==> config.mk <==
export PLATFORM = sky130hd
export DESIGN_NAME = icrm_timer
export DESIGN_NICKNAME = d
export VERILOG_FILES = /design/src/core/icrm_pkg.sv /design/src/core/icrm_decrement.sv /design/src/core/icrm_timer.sv
export SDC_FILE = /design/constraint.sdc
export NUM_CORES = 1
export LEC_CHECK = 0
export ABC_AREA = 1
export BUFFER_PORTS_ARGS = -buffer_cell sky130_fd_sc_hd__clkbuf_2
export CORE_ASPECT_RATIO = 0.9
export CORE_MARGIN = 2
export CORE_UTILIZATION = 55
export DETAILED_ROUTE_END_ITERATION = 8
export PLACE_DENSITY = 0.74
export SETUP_SLACK_MARGIN = 0.02
export SYNTH_ARGS = -nofsm -noshare
export SYNTH_HDL_FRONTEND = slang
export SYNTH_SLANG_ARGS = --single-unit
==> constraint.sdc <==
create_clock -name CLK -period 2 [get_ports CLK]
set_input_delay 0.1 -clock CLK [delete_from_list [all_inputs] [get_ports CLK]]
set_output_delay 0.1 -clock CLK [all_outputs]
set_load 0.01 [all_outputs]
==> src/core/icrm_pkg.sv <==
// icrm_pkg: constants used by the interval counter; its decrementer uses none of them
// assumes: three 16-bit counters behind an 8-bit strobed host port
package icrm_pkg;
	// counter array shape
	localparam int NUM_CNT = 3;
	localparam int CNT_W = 16;
	localparam int BYTE_W = 8;
	localparam int MODE_W = 6;
	// port select codes on the host bus
	localparam logic [1:0] PORT_CTRL = 2'h3;
	// control word field positions
	localparam int CW_SEL_HI = 7;
	localparam int CW_SEL_LO = 6;
	localparam int CW_RW_HI = 5;
	localparam int CW_RW_LO = 4;
	localparam int CW_BCD = 0;
	localparam logic [1:0] SEL_READBACK = 2'h3;
	// readback command fields, latch bits are active low
	localparam int RB_NO_COUNT = 5;
	localparam int RB_NO_STATUS = 4;
	localparam int RB_SEL_BASE = 1;
	// access formats
	localparam logic [1:0] RW_LATCH = 2'h0;
	localparam logic [1:0] RW_LSB = 2'h1;
	localparam logic [1:0] RW_MSB = 2'h2;
	localparam logic [1:0] RW_BOTH = 2'h3;
	// status byte layout
	localparam int ST_OUT = 7;
	localparam int ST_NULL = 6;
	// reset and comparison values
	localparam logic [15:0] CNT_RST = 16'h0000;
	localparam logic [15:0] CNT_ONE = 16'h0001;
	localparam logic [15:0] CNT_ZERO = 16'h0000;
	localparam logic [5:0] MODE_RST = 6'h00;
	localparam logic [7:0] BYTE_RST = 8'h00;
endpackage : icrm_pkg

==> src/core/icrm_decrement.sv <==
// icrm_decrement: one-step down count in binary or four-digit decimal
// assumes: width is a multiple of four when decimal counting is used
`timescale 1ns/10ps
module icrm_decrement #(
	parameter int W = 16
) (
	input wire logic [W-1:0] value, // present count
	input wire logic decimal, // high selects decimal digits
	output logic [W-1:0] next_value // count minus one, wrapping at zero
);
	// binary wraps 0 to all ones, decimal wraps 0 to all nines
	always_comb begin
		logic borrow;
		borrow = 1'b1;
		next_value = value - W'(1);
		if (decimal) begin
			for (int k = 0; k < W / 4; k++) begin
				if (borrow && value[4*k +: 4] == 4'h0) begin
					next_value[4*k +: 4] = 4'h9;
				end else if (borrow) begin
					next_value[4*k +: 4] = value[4*k +: 4] - 4'h1;
					borrow = 1'b0;
				end else begin
					next_value[4*k +: 4] = value[4*k +: 4];
				end
			end
		end
	end
endmodule : icrm_decrement

==> src/core/icrm_timer.sv <==
// icrm_timer: three-channel interval counter, readback and status latching
// assumes: host strobes and counter clock/gate pins are synchronous to CLK
`timescale 1ns/10ps
module icrm_timer (
	input wire logic CLK, // system clock, 125 MHz
	input wire logic RESET, // synchronous reset, active high
	input wire logic CE, // clock enable, state frozen while low
	input wire logic CS_N, // chip select, active low
	input wire logic RD_N, // read strobe, active low
	input wire logic WR_N, // write strobe, active low
	input wire logic PORT_SELECT_HI, // port select high bit
	input wire logic PORT_SELECT_LO, // port select low bit
	input wire logic [7:0] D_IN, // data bus input
	output logic [7:0] D_OUT, // data bus output
	output logic D_OE, // data bus output enable, high while driving
	input wire logic [2:0] CNT_CLK, // counter clock inputs
	input wire logic [2:0] CNT_GATE, // counter gate inputs
	output logic [2:0] CNT_OUT // counter outputs
);
	localparam int N = icrm_pkg::NUM_CNT;
	localparam int W = icrm_pkg::CNT_W;

	logic [1:0] port_sel;
	logic wr_act, rd_act, wr_start, rd_end;
	logic wr_act_q, wr_act_d, rd_act_q, rd_act_d;
	logic [1:0] rd_addr_q, rd_addr_d;
	logic [7:0] dout_q, dout_d;
	logic doe_q, doe_d;
	logic [N-1:0] tick, rb_cnt, rb_stat;
	logic [W-1:0] dec_val [N];
	logic [5:0] mode_q [N];
	logic [5:0] mode_d [N];
	logic [W-1:0] hold_q [N];
	logic [W-1:0] hold_d [N];
	logic [W-1:0] cnt_q [N];
	logic [W-1:0] cnt_d [N];
	logic [W-1:0] latch_q [N];
	logic [W-1:0] latch_d [N];
	logic [7:0] stat_q [N];
	logic [7:0] stat_d [N];
	logic [N-1:0] cnt_latched_q, cnt_latched_d, stat_latched_q, stat_latched_d;
	logic [N-1:0] null_q, null_d, out_q, out_d, wr_msb_q, wr_msb_d, rd_msb_q, rd_msb_d;
	logic [N-1:0] load_q, load_d, armed_q, armed_d, halt_q, halt_d, wrapped_q, wrapped_d;
	logic [N-1:0] clk_s_q, clk_s_d;

	// bus decode and strobe edges
	assign port_sel = {PORT_SELECT_HI, PORT_SELECT_LO};
	assign wr_act = !CS_N && !WR_N && RD_N;
	assign rd_act = !CS_N && !RD_N && WR_N && port_sel != icrm_pkg::PORT_CTRL;
	assign wr_start = wr_act && !wr_act_q;
	assign rd_end = rd_act_q && !rd_act;

	// per-counter decrementer and readback select decode
	for (genvar i = 0; i < N; i++) begin : g_chan
		icrm_decrement #(.W(W)) u_dec (
			.value(cnt_q[i]),
			.decimal(mode_q[i][icrm_pkg::CW_BCD]),
			.next_value(dec_val[i])
		);
		assign tick[i] = clk_s_q[i] && !CNT_CLK[i];
		assign rb_cnt[i] = wr_start && port_sel == icrm_pkg::PORT_CTRL
			&& D_IN[icrm_pkg::CW_SEL_HI:icrm_pkg::CW_SEL_LO] == icrm_pkg::SEL_READBACK
			&& D_IN[icrm_pkg::RB_SEL_BASE + i] && !D_IN[icrm_pkg::RB_NO_COUNT];
		assign rb_stat[i] = wr_start && port_sel == icrm_pkg::PORT_CTRL
			&& D_IN[icrm_pkg::CW_SEL_HI:icrm_pkg::CW_SEL_LO] == icrm_pkg::SEL_READBACK
			&& D_IN[icrm_pkg::RB_SEL_BASE + i] && !D_IN[icrm_pkg::RB_NO_STATUS];
	end

	// read data mux: latched status first, then latched or live count
	always_comb begin
		logic [W-1:0] val;
		logic [1:0] fmt;
		val = icrm_pkg::CNT_RST;
		fmt = icrm_pkg::RW_LSB;
		dout_d = icrm_pkg::BYTE_RST;
		wr_act_d = wr_act;
		rd_act_d = rd_act;
		rd_addr_d = rd_act ? port_sel : rd_addr_q;
		doe_d = rd_act;
		for (int i = 0; i < N; i++) begin
			if (port_sel == 2'(i)) begin
				fmt = mode_q[i][icrm_pkg::CW_RW_HI:icrm_pkg::CW_RW_LO];
				val = cnt_latched_q[i] ? latch_q[i] : cnt_q[i];
				if (stat_latched_q[i]) begin
					dout_d = stat_q[i];
				end else if (fmt == icrm_pkg::RW_MSB || (fmt == icrm_pkg::RW_BOTH && rd_msb_q[i])) begin
					dout_d = val[15:8];
				end else begin
					dout_d = val[7:0];
				end
			end
		end
	end

	// bus state registers
	always_ff @(posedge CLK) begin
		if (RESET) begin
			wr_act_q <= 1'b0;
			rd_act_q <= 1'b0;
			rd_addr_q <= 2'h0;
			dout_q <= icrm_pkg::BYTE_RST;
			doe_q <= 1'b0;
		end else if (CE) begin
			wr_act_q <= wr_act_d;
			rd_act_q <= rd_act_d;
			rd_addr_q <= rd_addr_d;
			dout_q <= dout_d;
			doe_q <= doe_d;
		end
	end

	// counter channels: counting, then host reads, then host writes (writes win)
	always_comb begin
		logic [1:0] fmt;
		logic [1:0] sel;
		fmt = icrm_pkg::RW_LATCH;
		sel = D_IN[icrm_pkg::CW_SEL_HI:icrm_pkg::CW_SEL_LO];
		for (int i = 0; i < N; i++) begin
			fmt = mode_q[i][icrm_pkg::CW_RW_HI:icrm_pkg::CW_RW_LO];
			mode_d[i] = mode_q[i];
			hold_d[i] = hold_q[i];
			cnt_d[i] = cnt_q[i];
			latch_d[i] = latch_q[i];
			stat_d[i] = stat_q[i];
			cnt_latched_d[i] = cnt_latched_q[i];
			stat_latched_d[i] = stat_latched_q[i];
			null_d[i] = null_q[i];
			out_d[i] = out_q[i];
			wr_msb_d[i] = wr_msb_q[i];
			rd_msb_d[i] = rd_msb_q[i];
			load_d[i] = load_q[i];
			armed_d[i] = armed_q[i];
			halt_d[i] = halt_q[i];
			wrapped_d[i] = wrapped_q[i];
			clk_s_d[i] = CNT_CLK[i];
			// clock pulse: load pending count or decrement
			if (tick[i]) begin
				if (load_q[i]) begin
					cnt_d[i] = hold_q[i];
					load_d[i] = 1'b0;
					null_d[i] = 1'b0;
					armed_d[i] = 1'b1;
					wrapped_d[i] = 1'b0;
				end else if (armed_q[i] && CNT_GATE[i] && !halt_q[i]) begin
					cnt_d[i] = dec_val[i];
					if (cnt_q[i] == icrm_pkg::CNT_ONE) begin
						out_d[i] = 1'b1;
					end
					if (cnt_q[i] == icrm_pkg::CNT_ZERO) begin
						wrapped_d[i] = 1'b1;
					end
				end
			end
			// end of a read of this counter releases one latched item, the count only after its last byte
			if (rd_end && rd_addr_q == 2'(i)) begin
				if (stat_latched_q[i]) begin
					stat_latched_d[i] = 1'b0;
				end else if (fmt == icrm_pkg::RW_BOTH && !rd_msb_q[i]) begin
					rd_msb_d[i] = 1'b1;
				end else begin
					rd_msb_d[i] = 1'b0;
					cnt_latched_d[i] = 1'b0;
				end
			end
			// count write to this counter
			if (wr_start && port_sel == 2'(i)) begin
				if (fmt == icrm_pkg::RW_BOTH && !wr_msb_q[i]) begin
					hold_d[i][7:0] = D_IN;
					wr_msb_d[i] = 1'b1;
					out_d[i] = 1'b0;
					if (!wrapped_q[i]) begin
						halt_d[i] = 1'b1;
					end
				end else begin
					if (fmt == icrm_pkg::RW_LSB) begin
						hold_d[i] = {icrm_pkg::BYTE_RST, D_IN};
					end else if (fmt == icrm_pkg::RW_MSB) begin
						hold_d[i] = {D_IN, icrm_pkg::BYTE_RST};
					end else begin
						hold_d[i][15:8] = D_IN;
					end
					wr_msb_d[i] = 1'b0;
					load_d[i] = 1'b1;
					null_d[i] = 1'b1;
					halt_d[i] = 1'b0;
					out_d[i] = 1'b0;
				end
			end
			// control word or counter latch command aimed at this counter
			if (wr_start && port_sel == icrm_pkg::PORT_CTRL && sel == 2'(i)) begin
				if (D_IN[icrm_pkg::CW_RW_HI:icrm_pkg::CW_RW_LO] == icrm_pkg::RW_LATCH) begin
					if (!cnt_latched_q[i]) begin
						latch_d[i] = cnt_q[i];
						cnt_latched_d[i] = 1'b1;
					end
				end else begin
					mode_d[i] = D_IN[5:0];
					null_d[i] = 1'b1;
					out_d[i] = 1'b0;
					wr_msb_d[i] = 1'b0;
					rd_msb_d[i] = 1'b0;
					cnt_latched_d[i] = 1'b0;
					stat_latched_d[i] = 1'b0;
					load_d[i] = 1'b0;
					armed_d[i] = 1'b0;
					halt_d[i] = 1'b0;
				end
			end
			// readback command: independent count and status requests
			if (rb_cnt[i] && !cnt_latched_q[i]) begin
				latch_d[i] = cnt_q[i];
				cnt_latched_d[i] = 1'b1;
			end
			if (rb_stat[i] && !stat_latched_q[i]) begin
				stat_d[i] = {out_q[i], null_q[i], mode_q[i]};
				stat_latched_d[i] = 1'b1;
			end
		end
	end

	// counter channel registers
	always_ff @(posedge CLK) begin
		if (RESET) begin
			for (int i = 0; i < N; i++) begin
				mode_q[i] <= icrm_pkg::MODE_RST;
				hold_q[i] <= icrm_pkg::CNT_RST;
				cnt_q[i] <= icrm_pkg::CNT_RST;
				latch_q[i] <= icrm_pkg::CNT_RST;
				stat_q[i] <= icrm_pkg::BYTE_RST;
			end
			cnt_latched_q <= '0;
			stat_latched_q <= '0;
			null_q <= '0;
			out_q <= '0;
			wr_msb_q <= '0;
			rd_msb_q <= '0;
			load_q <= '0;
			armed_q <= '0;
			halt_q <= '0;
			wrapped_q <= '0;
			clk_s_q <= '0;
		end else if (CE) begin
			for (int i = 0; i < N; i++) begin
				mode_q[i] <= mode_d[i];
				hold_q[i] <= hold_d[i];
				cnt_q[i] <= cnt_d[i];
				latch_q[i] <= latch_d[i];
				stat_q[i] <= stat_d[i];
			end
			cnt_latched_q <= cnt_latched_d;
			stat_latched_q <= stat_latched_d;
			null_q <= null_d;
			out_q <= out_d;
			wr_msb_q <= wr_msb_d;
			rd_msb_q <= rd_msb_d;
			load_q <= load_d;
			armed_q <= armed_d;
			halt_q <= halt_d;
			wrapped_q <= wrapped_d;
			clk_s_q <= clk_s_d;
		end
	end

	// outputs straight from flip-flops
	assign D_OUT = dout_q;
	assign D_OE = doe_q;
	assign CNT_OUT = out_q;

	// checks on each channel
	for (genvar i = 0; i < N; i++) begin : g_chk

	end
endmodule : icrm_timer

# Yosys cells after proc, flatten, opt, wreduce, memory -nomap -nowiden
# Memory sizes are Yosys's and may differ from the RTL's.
# Index checks and enable logic that the tools add are counted.
classes:
  mux: 266
  n_mul: 0
  reduce_logical: 117
  n_lt_le_gt_ge: 0
  addsub: 15
  div_mod_pow: 0
  n_eq_ne: 21
  shift: 0
  bitwise_logic: 15
ops:
  columns: ["operator", "count"]
  rows:
  - ["16-bit 2-to-1 mux", 39]
  - ["8-bit 2-to-1 mux", 24]
  - ["1-bit 2-to-1 mux", 173]
  - ["4-bit 2-to-1 mux", 21]
  - ["1-bit logical AND", 60]
  - ["6-bit 2-to-1 mux", 9]
  - ["16-bit by 1-bit == test with 1-bit output, second input constant", 3]
  - ["16-bit logical NOT", 3]
  - ["4-bit logical NOT", 12]
  - ["16-bit by 1-bit subtractor with 16-bit output, second input constant", 3]
  - ["4-bit by 1-bit subtractor with 4-bit output, second input constant", 12]
  - ["1-bit logical NOT", 25]
  - ["2-bit == test, second input constant", 11]
  - ["1-bit bitwise OR", 15]
  - ["2-bit by 1-bit == test with 1-bit output, second input constant", 6]
  - ["4-bit AND reduction", 3]
  - ["2-bit nonzero test", 6]
  - ["2-bit logical NOT", 4]
  - ["1-bit logical OR", 3]
  - ["2-bit != test, second input constant", 1]
  - ["2-bit AND reduction", 1]
totals:
  n_memories: 5
  mem_bits_rw: 186
  romBits: 0
  wordCells: 456
  inputBits: 22
  output_inout_bits: 12
  latch_bits: 0
  ff_bits: 45
memory_table:
  columns: ["memory", "depth", "width", "rd", "rd_ports_with_merged_regs", "write_ports", "line_no", "rtl"]
  rows:
  - ["cnt_q", 3, 16, 3, 0, 3, "icrm_timer.sv:35", "logic [W-1:0] cnt_q [N];"]
  - ["hold_q", 3, 16, 3, 0, 3, "icrm_timer.sv:33", "logic [W-1:0] hold_q [N];"]
  - ["latch_q", 3, 16, 3, 0, 3, "icrm_timer.sv:37", "logic [W-1:0] latch_q [N];"]
  - ["stat_q", 3, 8, 3, 0, 3, "icrm_timer.sv:39", "logic [7:0] stat_q [N];"]
  - ["mode_q", 3, 6, 3, 0, 3, "icrm_timer.sv:31", "logic [5:0] mode_q [N];"]

# Logic depth before layout (Yosys ltp)
depth:
  ltp_word: 16
  depth_mapped: 12
  ltp_nobuf: 12

# Hierarchy
# From an unflattened synthesis, not the netlist that was laid out.
hier_totals:
  cells_unflattened: 1821
  hier_area_um2: 13569.3
by_module_without_submodules:
  columns: ["mod", "n_inst", "seq_area_each_um2", "cells_per_inst", "area_per_inst_um2"]
  rows:
  - ["icrm_timer", 1, 6486.2, 1258, 10821.6]
  - ["icrm_decrement (g_chan[0].u_dec ...)", 2, 0.0, 189, 914.6]
  - ["icrm_decrement (g_chan[2].u_dec)", 1, 0.0, 185, 918.4]

# Worst setup path before layout
# No wires, ideal clock.
synth_path:
  kind: "register to register"
  startpoint: "register wr_act_q (netlist name)"
  endpoint: "memory latch_q[1][0], in the netlist latch_q[0][16], enable pin"
  path_buffers: 0
  t_required_ps: 1606
  setup_time_ps: 394
  arrival_time_ps: 1763
  period_less_slack_ps: 2157
  path_stages_with_launch: 6
  setup_slack_ps: -157
  path_cell_list: "dfxtp_1 inv_1 nand3_4 nor3_4 nand4_1 a21oi_1"
synth_lines:
  columns: ["element", "line_no"]
  rows:
  - ["end: declaration", "icrm_timer.sv:37"]

==> run summary <==
Row Count -> 53
DRC -> 0
Critical Path Most Common Cell -> nor2_1
Post-synth top flop -> edfxtp_1
PD cells -> 814 mW/mm^2
routed len/inst -> 17.4 um
Core Region -> 0.0232 sq mm
Mapped Avg Cell Area -> 7.85 sq um
vias in the first global route -> 10527
Vias/cell -> 5.60
routed via count -> 11527
Crit path required time -> 2.37 ns
Syn Nets -> 1695
register-to-register path setup slack -> 0.14 ns
fin area -> 0.0148 sq mm
critical-path cell list -> dlygate4sd3_1 > clkbuf_2 > inv_2 > nor2_4 > clkinv_2 > buf_12 > nor2_1 > inv_1 > nor2_1
Setup crit end kind -> flip-flop
CP max stage delay -> 0.56 ns
Final Max Slew Viols -> 0
global route total overflow -> 0
critical path launch point -> CE
Fmax -> 524 MHz
Leak -> 6.37 nW
Post-synth EDFFs -> 186
die area -> 0.0248 sq mm
drt total wl -> 35800 um
Critical path buffers and inverters -> 6
Yosys cell types -> 44
Worst Path Max Fanout -> 36
TritonRoute pass-1 iters -> 6
Placement Setup Slack -> 0.116 ns
H-tree levels -> 1
worst vdd ir -> 0.815 mV
clk slew on worst S/H paths -> 0.06 ns
remaining antenna violation count after routing -> 0
HP Start -> D_IN[4]
Layout area overhead -> 14.6%
post-route setup slack -> 0.0928 ns
Finish-stage setup viols -> 0
Port Buffer Count -> 33
final hold vios -> 0
Mapped Cells -> 1649
ANT cells -> 0
Worst Max-Slew Pin Slew -> 0.502 ns
unrepaired setup endpoints after global routing -> no
Worst path slowest cell -> dlygate4sd3_1
crit path time final -> 1.91 ns
CTS sink count -> 231
WP data arrival -> 2.27 ns
post-synthesis sequential area ratio -> 50.1%
share of cells above drive strength 1 -> 10.5%
Yosys warning total -> 0
startpoint type of the worst setup path -> input port
clock skew -> 0.0115 ns
area of the multi-input gates -> 0.00540 sq mm
Slew HR -> 66.3%
Crit Reg-Reg Startpoint -> wr_act_q$_SDFFE_PP0P_
status -> completed
synthesized area -> 0.0129 sq mm
total power -> 0.0121 W
placed cell area -> 0.0138 sq mm
die width -> 166 um
Final TNS setup -> 0 ns
clock buffer depth -> 3
gr usage total -> 28.3%
register bit total from synthesis -> 231
delay-heaviest family, CP -> buffers and inverters
Die H -> 150 um
CTS tree -> built
largest net degree at the start of global routing -> 69
I/O pins -> 34
filler instances -> 1966
register area -> 0.00649 sq mm
path type of the worst setup path -> input port to flip-flop
routability congestion estimate from global placement -> 0.950
DRT iter0 DRCs -> 1267
nets@finish -> 1783
initial antenna violation count -> 0
Inserted Clock Buffers -> 25
Final HPWL DP -> 26200 um
first-pass GRT wire length -> 55400 um
Post-synth ARST share -> 0%
Worst Hold Class -> input port to flip-flop
max-cap violations -> 0
worst skew pair latency -> 0.53 ns
Root Driver -> clkbuf_16
Final Cycle Share -> 95.4%
Starting Density -> 55.7%
[stage by stage]
| step | hold WS (ns) | cells | utilization, % |
|---|---|---|---|
| final | 0.0205 | 2057 | 63.9 |
| after floorplan | 0.213 | 1649 | - |
| after global routing | 0.0529 | 2057 | 63.9 |
| after CTS | 0.00966 | 2055 | 63.8 |
| after detailed placement | 0.357 | 1995 | 59.4 |
| after global placement | 0.354 | 1995 | 59.4 |
[final timing paths]
path,endpoint,depth (start not counted)
min,stat_latched_q[0]$_SDFFE_PP0P_,4
max reg2reg,latch_q[0][6]$_SDFFCE_PN0P_,6
min reg2reg,D_OUT[3]$_SDFFE_PP0P_,2
max,hold_q[0][3]$_SDFFCE_PN0P_,9
[sequential cells by signal (all words and copies together), names as in the netlist, 8 cells and up]
name	flops
cnt_q	48
hold_q	48
latch_q	48
stat_q	24
mode_q	18
D_OUT	8
[synthesized netlist by cell type, drive strengths merged, types with 6 or more instances]
cell type	instances	share of area, %
xor2	16	1.1
nor3	19	0.86
a21oi	84	3.3
a31oi	12	0.58
inv	217	6.3
o21ai	152	6.0
ha	24	2.3
dfxtp	45	7.0
edfxtp	186	43
nand4	17	0.82
buf	34	1.2
nor2	311	9.7
nand3	106	4.4
clkbuf	20	0.58
clkinv	6	0.17
nand2	368	11
[report_power, final]
| part | internal, W | total [W] | switching, W |
|---|---|---|---|
| Combinational | 0.000489 | 0.00151 | 0.00102 |
| Sequential | 0.00549 | 0.00563 | 0.000145 |
| Clock | 0.00298 | 0.00493 | 0.00195 |
[layer usage]
metal	GRT usage (%)	part of all wire (%)
met3	3.68	8.8
met4	11.0	4.0
met2	45.1	45
met1	39.9	43
met5	0	0
[area by class of cell]
cell class | count | share of cell area (%)
clock buffers | 29 | 4.39
inverters | 223 | 5.68
flip-flops and latches | 231 | 43.7
multi-input cells | 1141 | 36.4
clock inverters | 16 | 1.45
well taps | 302 | 2.55
repair buffers | 115 | 5.80
[kinds of logic (layout without fill, tap and decap cells)]
| kind of cell | after synthesis | after routing | share of synthesized area [%] |
|---|---|---|---|
| buffers and inverters | 277 | 383 | 8.27 |
| AND/OR/NAND/NOR | 831 | 831 | 27.0 |
| adder cells (fa/ha/maj) | 24 | 24 | 2.32 |
| flip-flops | 231 | 231 | 50.1 |
| AO/OA/AOI/OAI | 267 | 267 | 11.0 |
| XOR/XNOR | 19 | 19 | 1.29 |
[timing repair]
action	4_1_cts	5_1_grt
resized for setup	0	11
hold buffers	15	0
hold endpoints to repair	14	0
buffers inserted	0	2
setup endpoints to repair	0	42
[layout by cell type, fill, tap and decap left out, drive strengths merged, types with 19 or more instances in the layout]
| cell type | synthesis | final |
|---|---|---|
| ha | 24 | 24 |
| nor3 | 19 | 19 |
| inv | 217 | 215 |
| nor2 | 311 | 311 |
| clkbuf | 20 | 62 |
| nand2 | 368 | 368 |
| o21ai | 152 | 152 |
| edfxtp | 186 | 186 |
| buf | 34 | 67 |
| a21oi | 84 | 84 |
| nand3 | 106 | 106 |
| dfxtp | 45 | 45 |
[worst reg2reg max path, delay by kind of cell (launching register included)]
family	cells	cell delay [ns]
flip-flops	1	0.30
AO/OA/AOI/OAI	1	0.22
AND/OR/NAND/NOR	3	0.65
buffers and inverters	2	0.39
Power figures use the tool's default switching activity.
